<file path="src/rvi_defs.vh">
// Constants for the random value instruction unit
`ifndef RVI_DEFS_VH
`define RVI_DEFS_VH
`define RVI_DATA_W 64
`define RVI_LEAF_FEATURES 32'h0000_0001
`define RVI_LEAF_EXTENDED 32'h0000_0007
`define RVI_SUBLEAF_ZERO 32'h0000_0000
`define RVI_RAND_BIT 30
`define RVI_SEED_BIT 18
`define RVI_OP_RAND 1'b0
`define RVI_OP_SEED 1'b1
`define RVI_LFSR_SEED 64'hACE1_2468_BDF1_3579
`define RVI_DET_RESEED_CYCLES 16'h0040
`define RVI_RAND_POOL_MAX 4'h8
`define RVI_SEED_REFILL_CYCLES 8'h20
`define RVI_SEED_POOL_MAX 4'h2
`endif

</file>
<file path="src/rvi_unit.v">
// Random value instruction unit: random, seed and identification answers
`timescale 1ns/100ps
`default_nettype none
`include "rvi_defs.vh"
// Notes on behaviour
// - A valid random-instruction answer carries carry_flag set to one.
// - When random demand outruns supply the answer carries no data and a clear carry_flag.
// - Self-test marks bad data and the random instruction then returns no data.
// - Leaf 01H reports random-instruction support in bit 30 of the count result register.
// - Leaf 07H subleaf 0 reports seed-instruction support in bit 18 of the base result register.
// - Random values come from a deterministic generator reseeded often from the entropy source.
// - Seed values come from the non-deterministic generator directly, not the deterministic one.
// - A valid seed answer carries carry_flag set to one.
// - When seed demand outruns supply the seed answer carries no data and a clear carry_flag.
// - Self-test marks bad seed data and the seed instruction then returns no data.
// - One successful request returns a full 64-bit value.
module rvi_unit #(
  parameter DATA_W = `RVI_DATA_W
) (
  input wire clk_in,
  input wire arst_n_in,
  input wire req_valid_in,
  input wire req_op_in,
  input wire entropy_bit_in,
  input wire entropy_fault_in,
  input wire [31:0] query_leaf_in,
  input wire [31:0] query_subleaf_in,
  output reg rsp_valid_out,
  output reg [DATA_W-1:0] rsp_data_out,
  output reg carry_flag_out,
  output reg [31:0] base_result_register_out,
  output reg [31:0] count_result_register_out
);

////////////////////////////////////////////////////////////////////////
// Entropy pin synchroniser
reg ent_s1;
reg ent_s2;
reg flt_s1;
reg flt_s2;
always @(posedge clk_in or negedge arst_n_in)
begin
  if (!arst_n_in)
  begin
    ent_s1 <= 1'b0;
    ent_s2 <= 1'b0;
    flt_s1 <= 1'b0;
    flt_s2 <= 1'b0;
  end
  else
  begin
    ent_s1 <= entropy_bit_in;
    ent_s2 <= ent_s1;
    flt_s1 <= entropy_fault_in;
    flt_s2 <= flt_s1;
  end
end

////////////////////////////////////////////////////////////////////////
// LFSR step, shared by both generators
function [DATA_W-1:0] lfsr_step;
  input [DATA_W-1:0] v;
  input inj;
  begin
    lfsr_step = {v[DATA_W-2:0], v[DATA_W-1] ^ v[DATA_W-2] ^ v[DATA_W-4] ^ v[DATA_W-5] ^ inj};
  end
endfunction

// Repetition self-test: stuck or repeating output is bad
function health_bad;
  input [DATA_W-1:0] cur;
  input [DATA_W-1:0] prev;
  begin
    health_bad = (cur == prev) || (cur == {DATA_W{1'b0}}) || (cur == {DATA_W{1'b1}});
  end
endfunction

// Pool stock: one in on refill, one out on use
function [3:0] pool_next;
  input [3:0] pool;
  input refill;
  input used;
  input [3:0] limit;
  begin
    if (refill && !used && pool != limit)
      pool_next = pool + 4'h1;
    else if (used && !refill)
      pool_next = pool - 4'h1;
    else
      pool_next = pool;
  end
endfunction

////////////////////////////////////////////////////////////////////////
// Entropy pool and seed supply
reg [DATA_W-1:0] nondeterministic_bit_generator;
reg [DATA_W-1:0] nondet_prev;
reg [7:0] seed_cnt;
reg [3:0] seed_pool;
reg [15:0] reseed_cnt;
reg [DATA_W-1:0] deterministic_bit_generator;
reg [DATA_W-1:0] det_prev;
reg [3:0] rand_pool;
wire seed_take = req_valid_in && (req_op_in == `RVI_OP_SEED);
wire rand_take = req_valid_in && (req_op_in == `RVI_OP_RAND);
wire seed_refill = (seed_cnt == `RVI_SEED_REFILL_CYCLES);
wire reseed = (reseed_cnt == `RVI_DET_RESEED_CYCLES);
wire seed_bad = flt_s2 || health_bad(nondeterministic_bit_generator, nondet_prev);
wire rand_bad = flt_s2 || health_bad(deterministic_bit_generator, det_prev);
wire seed_ok = (seed_pool != 4'h0) && !seed_bad;
wire rand_ok = (rand_pool != 4'h0) && !rand_bad;
wire seed_used = seed_take && seed_ok;
wire rand_used = rand_take && rand_ok;
wire rand_refill = !flt_s2 && !rand_used;
wire rand_query_hit = (query_leaf_in == `RVI_LEAF_FEATURES);
wire seed_query_hit = (query_leaf_in == `RVI_LEAF_EXTENDED) && (query_subleaf_in == `RVI_SUBLEAF_ZERO);

////////////////////////////////////////////////////////////////////////
// Refill and reseed timers
always @(posedge clk_in or negedge arst_n_in)
begin
  if (!arst_n_in)
  begin
    seed_cnt <= 8'h00;
    reseed_cnt <= 16'h0000;
  end
  else
  begin
    seed_cnt <= seed_refill ? 8'h00 : seed_cnt + 8'h01;
    reseed_cnt <= reseed ? 16'h0000 : reseed_cnt + 16'h0001;
  end
end

////////////////////////////////////////////////////////////////////////
// Nondeterministic generator and seed stock
always @(posedge clk_in or negedge arst_n_in)
begin
  if (!arst_n_in)
  begin
    nondeterministic_bit_generator <= `RVI_LFSR_SEED;
    nondet_prev <= {DATA_W{1'b0}};
    seed_pool <= 4'h0;
  end
  else
  begin
    nondeterministic_bit_generator <= lfsr_step(nondeterministic_bit_generator, ent_s2);
    if (seed_used)
      nondet_prev <= nondeterministic_bit_generator;
    seed_pool <= pool_next(seed_pool, seed_refill, seed_used, `RVI_SEED_POOL_MAX);
  end
end

////////////////////////////////////////////////////////////////////////
// Deterministic generator, reseeded from the entropy pool
always @(posedge clk_in or negedge arst_n_in)
begin
  if (!arst_n_in)
  begin
    deterministic_bit_generator <= ~`RVI_LFSR_SEED;
    det_prev <= {DATA_W{1'b0}};
    rand_pool <= 4'h0;
  end
  else
  begin
    if (reseed && !flt_s2)
      deterministic_bit_generator <= lfsr_step(deterministic_bit_generator ^ nondeterministic_bit_generator, 1'b0);
    else
      deterministic_bit_generator <= lfsr_step(deterministic_bit_generator, 1'b0);
    if (rand_used)
      det_prev <= deterministic_bit_generator;
    rand_pool <= pool_next(rand_pool, rand_refill, rand_used, `RVI_RAND_POOL_MAX);
  end
end

////////////////////////////////////////////////////////////////////////
// Response and identification decode
reg next_carry_flag;
reg [DATA_W-1:0] next_rsp_data;
reg [31:0] next_base_result;
reg [31:0] next_count_result;
always @*
begin
  next_carry_flag = 1'b0;
  next_rsp_data = {DATA_W{1'b0}};
  if (seed_take)
  begin
    next_carry_flag = seed_ok;
    if (seed_ok)
      next_rsp_data = nondeterministic_bit_generator;
  end
  else if (rand_take)
  begin
    next_carry_flag = rand_ok;
    if (rand_ok)
      next_rsp_data = deterministic_bit_generator;
  end
  next_base_result = 32'h0000_0000;
  next_count_result = 32'h0000_0000;
  if (rand_query_hit)
    next_count_result[`RVI_RAND_BIT] = 1'b1;
  if (seed_query_hit)
    next_base_result[`RVI_SEED_BIT] = 1'b1;
end

////////////////////////////////////////////////////////////////////////
// Response registers
always @(posedge clk_in or negedge arst_n_in)
begin
  if (!arst_n_in)
  begin
    rsp_valid_out <= 1'b0;
    rsp_data_out <= {DATA_W{1'b0}};
    carry_flag_out <= 1'b0;
    base_result_register_out <= 32'h0000_0000;
    count_result_register_out <= 32'h0000_0000;
  end
  else
  begin
    rsp_valid_out <= req_valid_in;
    rsp_data_out <= next_rsp_data;
    carry_flag_out <= next_carry_flag;
    base_result_register_out <= next_base_result;
    count_result_register_out <= next_count_result;
  end
end

endmodule // rvi_unit
`default_nettype wire

</file>
<file path="config.mk">
export PLATFORM = sky130hd
export DESIGN_NAME = rvi_unit
export DESIGN_NICKNAME = d
export VERILOG_FILES = /design/src/rvi_unit.v
export VERILOG_INCLUDE_DIRS = /design/src
export SDC_FILE = /design/constraint.sdc
export NUM_CORES = 1
export LEC_CHECK = 0
export BUFFER_PORTS_ARGS = -buffer_cell sky130_fd_sc_hd__buf_2
export CORE_ASPECT_RATIO = 0.9
export CORE_MARGIN = 4
export CORE_UTILIZATION = 60
export DETAILED_ROUTE_END_ITERATION = 12
export HOLD_SLACK_MARGIN = 0.05
export PLACE_DENSITY_LB_ADDON = 0.12
export SLEW_MARGIN = 40
export SYNTH_ARGS = -nofsm -noshare
export SYNTH_HDL_FRONTEND = slang
export SYNTH_SLANG_ARGS = --single-unit
</file>
<file path="constraint.sdc">
create_clock -name clk_in -period 7.35 [get_ports clk_in]
set_input_delay 0.735 -clock clk_in [delete_from_list [all_inputs] [get_ports clk_in]]
set_output_delay 0.735 -clock clk_in [all_outputs]
set_load 0.02 [all_outputs]
</file>
### Yosys cells after proc, flatten, opt, wreduce, memory -nomap -nowiden

Index checks and enable logic that the tools add are counted.

| storage, ports and cells | value |
|---|---|
| bits in registers | 360 |
| logic and storage cells | 95 |

| operators by class | value |
|---|---|
| $add $sub $neg | 6 |
| equality and inequality tests | 10 |
| muxes and demuxes | 15 |
| bitwise operators | 12 |
| reduce and logical (&&, ||, !) cells | 35 |

Operator list:

| operator | count |
|---|---|
| 2-to-1 mux 64 bit | 5 |
| equality test 64 bit | 2 |
| equality test 64 bit (second input constant) | 2 |
| logical NOT 64 bit | 2 |
| bitwise XOR 64 bit | 1 |
| equality test 32 x 1 -> 1 bit (second input constant) | 1 |
| equality test 32 x 3 -> 1 bit (second input constant) | 1 |
| logical NOT 32 bit | 1 |
| adder 16 x 1 -> 16 bit (second input constant) | 1 |
| equality test 16 x 7 -> 1 bit (second input constant) | 1 |
| 2-to-1 mux 16 bit | 1 |
| 2-to-1 mux 4 bit | 4 |
| logical AND 1 bit | 15 |
| bitwise XOR 1 bit | 10 |
| adder 4 x 1 -> 4 bit (second input constant) | 2 |
| adder 8 x 1 -> 8 bit (second input constant) | 1 |
| equality test 8 x 6 -> 1 bit (second input constant) | 1 |
| 2-to-1 mux 8 bit | 1 |
| nonzero test 4 bit | 2 |
| subtractor 4 x 1 -> 4 bit (second input constant) | 2 |
| logical NOT 1 bit | 7 |
| logical OR 1 bit | 6 |
| 2-to-1 mux 1 bit | 4 |
| != test 4 x 2 -> 1 bit (second input constant) | 1 |
| 3 further kinds | 4 |

### Longest topological paths before layout

| depth | value |
|---|---|
| depth in word-level cells | 13 |
| mapped depth | 17 |

### Least setup slack after synthesis

OpenSTA, ideal clock, no wires.

| path | value |
|---|---|
| path type | register -> register |
| start point | register nondeterministic_bit_generator[59] |
| end point | register seed_pool[3] |
| library setup time | 0.126 ns |
| data arrival time | 3.330 ns |
| required time | 7.224 ns |
| setup slack | 3.894 ns |
| stages on the path, launching flop included | 17 |
| path buffers | 4 |
| clock period less this slack | 3.456 ns |
| cells stage by stage | dfstp_2 -> clkbuf_1 -> xnor2_1 -> nand4_1 -> nor4_1 -> nand4_1 -> and3_1 -> clkbuf_1 -> buf_6 -> buf_6 -> or2_2 -> ha_1 -> a21o_1 -> a21o_1 -> nand2_1 -> or2_2 -> a221o_1 |

| between the ends | value |
|---|---|
| word-level cells in the longest chain between the ends | 11 |
| elaborated cells between the ends (all ways) | 15 |

RTL lines:

| element | line | source |
|---|---|---|
| start, declared | rvi_unit.v:96 | `reg [DATA_W-1:0] nondeterministic_bit_generator;` |
| start signal, assigned | rvi_unit.v:140 | `` nondeterministic_bit_generator <= `RVI_LFSR_SEED; `` |
| start signal, assigned | rvi_unit.v:146 | `nondeterministic_bit_generator <= lfsr_step(nondeterministic_bit_generator, ent_s2);` |
| equality test 64 bit or logical NOT 64 bit (tied branches) | rvi_unit.v:74 | `health_bad = (cur == prev) \|\| (cur == {DATA_W{1'b0}}) \|\| (cur == {DATA_W{1'b1}});` |
| logical OR 1 bit | rvi_unit.v:74 |  |
| logical OR 1 bit * | rvi_unit.v:74 |  |
| logical OR 1 bit * | rvi_unit.v:108 | `wire seed_bad = flt_s2 \|\| health_bad(nondeterministic_bit_generator, nondet_prev);` |
| logical NOT 1 bit * | rvi_unit.v:110 | `wire seed_ok = (seed_pool != 4'h0) && !seed_bad;` |
| logical AND 1 bit * | rvi_unit.v:110 |  |
| logical AND 1 bit * | rvi_unit.v:112 | `wire seed_used = seed_take && seed_ok;` |
| logical NOT 1 bit | rvi_unit.v:85 | `if (refill && !used && pool != limit)` |
| logical AND 1 bit (2 in a row) | rvi_unit.v:85 |  |
| 2-to-1 mux 4 bit or nonzero test 2 bit (tied branches) | -- |  |
| end signal, assigned | rvi_unit.v:149 | `` seed_pool <= pool_next(seed_pool, seed_refill, seed_used, `RVI_SEED_POOL_MAX); `` |
| end, declared | rvi_unit.v:99 | `reg [3:0] seed_pool;` |

Mark *: on every way between the ends. The rest lies on a longest branch, timed or not.
A chain may end at the register's enable or synchronous reset.

### Worst setup path in the final report

| path | value |
|---|---|
| start point | register nondeterministic_bit_generator[7] |
| end point | register seed_pool[3] |

The elaborated chain is that of the path after synthesis.

==> summary.log <==
INFO  run_status     status=finished, final reports clean
INFO  floorplan      rows=55
INFO  setup_path     cp-startpoint=nondeterministic_bit_generator[7]
INFO  timing         max_slew_violation_count=0
INFO  setup_path     reg2reg_slack=3400ps
INFO  timing         minimum_clock_period=3950ps
INFO  logic_synthesis netlist.top_cell.by_area=sky130_fd_sc_hd__dfrtp_1
INFO  timing         worst_tran_pin_value=906ps
INFO  floorplan      top_level_ports=200
INFO  final_layout   final_cell_area=17700um2
INFO  clocking       clkSlewWorstSetupHoldPaths=60ps
INFO  clocking       tritoncts=yes
INFO  clocking       root_buffer_selected_by_cts=sky130_fd_sc_hd__clkbuf_16
INFO  logic_synthesis synthesis_stage_register_bit_count=360
INFO  final_layout   nFillCells=1829
INFO  floorplan      floorplan.initialDensity=61.8%
INFO  logic_synthesis synth.cell_area=15700um2
INFO  clocking       cts_hold_repair_buffers=0
INFO  clocking       post_cts.resized_instances=0
INFO  timing         final_hold_viol_count=0
INFO  logic_synthesis ys_warn_count=0
INFO  logic_synthesis synth_async_reset_ratio=100%
INFO  floorplan      die_w=179um
INFO  logic_synthesis synth_enable_flop_cells=0
INFO  clocking       clk_path_buf_depth=3
INFO  grt            initial_antenna_violation_count=4
INFO  route          antenna_violating_nets_post_route=0
INFO  setup_path     critical_path.max_fanout=52
INFO  logic_synthesis top_area_cells_in_the_synthesized_netlist=sky130_fd_sc_hd__dfrtp_1 47%, sky130_fd_sc_hd__dfstp_2 11%, sky130_fd_sc_hd__xnor2_1 8.4%
INFO  timing         setup_violations=0
INFO  setup_path     crit_family=simple AND/OR/NAND/NOR gates
INFO  route          via_count=10000
INFO  setup_path     path_depth=12
INFO  setup_path     endpoint_kind=flip-flop
INFO  logic_synthesis synthFlopType=sky130_fd_sc_hd__dfrtp_1
INFO  route          drt-vias-per-instance=5.84
INFO  floorplan      floorplan.die_area=28900um2
INFO  timing         fin_ws=3400ps
INFO  pwr            vdd_drop_max=0.172mV
INFO  setup_path     timing.critical_path.from_type=flip-flop
INFO  timing         tns=0ps
INFO  logic_synthesis yosysSeqAreaShare=57.8%
INFO  setup_path     crit-reg2reg-capture=seed_pool[3]
INFO  setup_path     crit-reg2reg-launch=nondeterministic_bit_generator[7]
INFO  pwr            leakage=8.43nW
INFO  setup_path     cp.arrival=4320ps
INFO  setup_path     cp_num_buf_inv=0
INFO  setup_path     cp_cell_sequence=nor4_1 -> nand4_1 -> nor4_1 -> a211oi_1 -> and3_4 -> or2_2 -> ha_1 -> a21o_1 -> a21o_1 -> nand2_1 -> or2_2 -> a221o_1
INFO  setup_path     max_stage_delay=530ps
INFO  setup_path     crit_required=7730ps
INFO  route          dr.pass1.iters=5
INFO  placed_design  port_buffers=137
INFO  final_layout   layout.area.seq=9090um2
INFO  timing         fmax=0.253GHz
INFO  timing         layout_worst_path_cycle_share=53.7%
INFO  setup_path     rr_worst_depth=12
INFO  logic_synthesis post_synth_inst_count=1213
INFO  logic_synthesis yosysMostFrequentCell=sky130_fd_sc_hd__dfrtp_1
INFO  placed_design  hpwlAfterDp=26.5mm
INFO  route          detail_route.wl_per_cell=22.1um
INFO  run            max_cap_violations=0
INFO  logic_synthesis yosys-top-cells-count=296 x sky130_fd_sc_hd__dfrtp_1, 150 x sky130_fd_sc_hd__xnor2_1, 116 x sky130_fd_sc_hd__mux2_2
INFO  logic_synthesis netlist.area_leader.share=47.1%
INFO  grt            grt_max_degree=133
INFO  final_layout   multi_input_area=6140um2
INFO  final_layout   nNetsFinal=1434
INFO  logic_synthesis synthesis.area_per_instance=13.0um2
INFO  final_layout   layout_cell_share_with_drive_strength_beyond_1=28.1%
INFO  final_layout   syn2layout_area_growth=12.8%
INFO  clocking       cts_sinks=360
INFO  pwr            p_per_area=263nW/um2
INFO  logic_synthesis ys_types=41
INFO  clocking       cts_max_level=2
INFO  route          drc_errors=0
INFO  worst_hold_path hold_path.class=primary input to async pin
INFO  floorplan      die_boundary_height=162um
INFO  placed_design  routability_driven_placement_congestion_ratio=0.895
INFO  placed_design  pre_cts_slack=3420ps
INFO  pwr            p_total=4.66mW
INFO  clocking       cts_inserted_buffers=36
INFO  floorplan      standard_cell_core_area=25500um2
INFO  clocking       postCtsSetupBuffers=0
INFO  timing         grt_setup_unrepaired=no
INFO  route          initialDrtViolationCount=943
INFO  final_layout   final_util=69.7%
INFO  grt            global_route.overflow_total=0
INFO  grt            grt.total_usage=26.8%
INFO  route          drt-total-wl=38.0mm
INFO  setup_path     critPathSlowestCell=sky130_fd_sc_hd__nor4_1
INFO  placed_design  post_dp_cell_area=16500um2
INFO  clocking       clk_latency=510ps
INFO  grt            first_global_vias=10100
INFO  timing         slew_headroom=39.0%
INFO  timing         clock_skew=18.1ps
INFO  setup_path     critPathKind=flip-flop to flip-flop
INFO  grt            grt_pass1_wl=59.0mm
registers in the layout (all words and copies together) (netlist names), 4 cells and up:
| signal | cells |
|---|---|
| reseed_cnt | 16 |
| nondet_prev | 64 |
| rsp_data_out | 64 |
| seed_pool | 4 |
| rand_pool | 4 |
| deterministic_bit_generator | 64 |
| nondeterministic_bit_generator | 64 |
| seed_cnt | 8 |
| det_prev | 64 |
power breakdown:
part           internal (mW)  total, mW  switching, mW
clock network           1.18       1.92          0.736
logic                  0.235      0.491          0.256
registers               2.12       2.25          0.128
worst reg2reg max path, cell delays in order, from the launching register on:
cell and delay (ps):
sky130_fd_sc_hd__dfrtp_1 460, sky130_fd_sc_hd__nor4_1 530, sky130_fd_sc_hd__nand4_1 180, sky130_fd_sc_hd__nor4_1 390, sky130_fd_sc_hd__a211oi_1 150, sky130_fd_sc_hd__and3_4 430, sky130_fd_sc_hd__or2_2 430, sky130_fd_sc_hd__ha_1 290
sky130_fd_sc_hd__a21o_1 120, sky130_fd_sc_hd__a21o_1 150, sky130_fd_sc_hd__nand2_1 70, sky130_fd_sc_hd__or2_2 290, sky130_fd_sc_hd__a221o_1 330
how the worst max path moves through the flow:
stage              endpoint  slack (ps)
6_report       seed_pool[3]        3400
5_1_grt        seed_pool[3]        3210
4_1_cts        seed_pool[3]        3410
3_5_place_dp   seed_pool[3]        3420
3_3_place_gp   seed_pool[2]        3440
2_1_floorplan  seed_pool[3]        3890
layer usage:
layer	vias up	wire, um	track usage (%)
met5	-	41	0
met4	6	1140	8.89
met3	80	3090	5.76
met2	418	17700	41.3
met1	5095	16000	38.3
li1	4441	-	-
cells by family (layout without fill, tap and decap cells):
group | count (synthesis) | count (layout) | share of synthesized area [%]
AND/OR/NAND/NOR | 288 | 288 | 9.98
other | 1 | 63 | 0.0238
XOR/XNOR | 225 | 225 | 12.5
AO/OA/AOI/OAI | 77 | 77 | 4.10
multiplexers | 134 | 134 | 9.57
flip-flops | 360 | 360 | 57.8
adder cells (fa/ha/maj) | 14 | 14 | 1.21
buffers and inverters | 114 | 216 | 4.80
stage by stage:
step	cells	hold slack [ps]
after global placement	1653	336
after floorplan	1274	331
after CTS	1718	271
after global routing	1718	299
final	1719	240
after detailed placement	1654	345
final cells by class:
| cell class | count | area share, % |
|---|---|---|
| repair buffers | 143 | 4.47 |
| multi-input cells | 800 | 34.6 |
| clock buffers | 52 | 5.99 |
| flip-flops and latches | 360 | 51.2 |
| diodes | 1 | 0.0141 |
| clock inverters | 12 | 1.07 |
| inverters | 9 | 0.190 |
| well taps | 342 | 2.41 |
cell usage in the layout (no fill, tap or decap), types with 2 or more instances in the layout:
master / n
sky130_fd_sc_hd__xor2_1: 75
sky130_fd_sc_hd__a211oi_1: 2
sky130_fd_sc_hd__nand4_1: 67
sky130_fd_sc_hd__nor2_1: 16
sky130_fd_sc_hd__nor4_1: 77
sky130_fd_sc_hd__and2_1: 3
sky130_fd_sc_hd__and3_1: 4
sky130_fd_sc_hd__clkbuf_8: 8
sky130_fd_sc_hd__dfrtp_1: 296
sky130_fd_sc_hd__fa_1: 2
sky130_fd_sc_hd__ha_1: 12
sky130_fd_sc_hd__or2_2: 2
sky130_fd_sc_hd__clkbuf_1: 7
sky130_fd_sc_hd__mux2_2: 116
sky130_fd_sc_hd__mux2i_1: 3
sky130_fd_sc_hd__or2_1: 2
sky130_fd_sc_hd__a22o_1: 64
sky130_fd_sc_hd__nor4b_1: 5
sky130_fd_sc_hd__clkinvlp_4: 2
sky130_fd_sc_hd__nor3_1: 7
sky130_fd_sc_hd__nand2_1: 79
sky130_fd_sc_hd__inv_1: 9
sky130_fd_sc_hd__dfstp_2: 64
sky130_fd_sc_hd__o21ai_0: 3
sky130_fd_sc_hd__buf_12: 2
sky130_fd_sc_hd__clkinv_2: 5
sky130_fd_sc_hd__nand2b_1: 2
sky130_fd_sc_hd__mux2_1: 15
sky130_fd_sc_hd__xnor2_1: 150
sky130_fd_sc_hd__nor2b_1: 4
sky130_fd_sc_hd__a21o_1: 3
sky130_fd_sc_hd__nand3_1: 12
sky130_fd_sc_hd__conb_1: 62
sky130_fd_sc_hd__buf_6: 2
sky130_fd_sc_hd__a21oi_1: 3
sky130_fd_sc_hd__bufinv_16: 5
sky130_fd_sc_hd__buf_2: 136
sky130_fd_sc_hd__clkbuf_16: 37
Note: power is estimated with default switching activity, not from simulation.
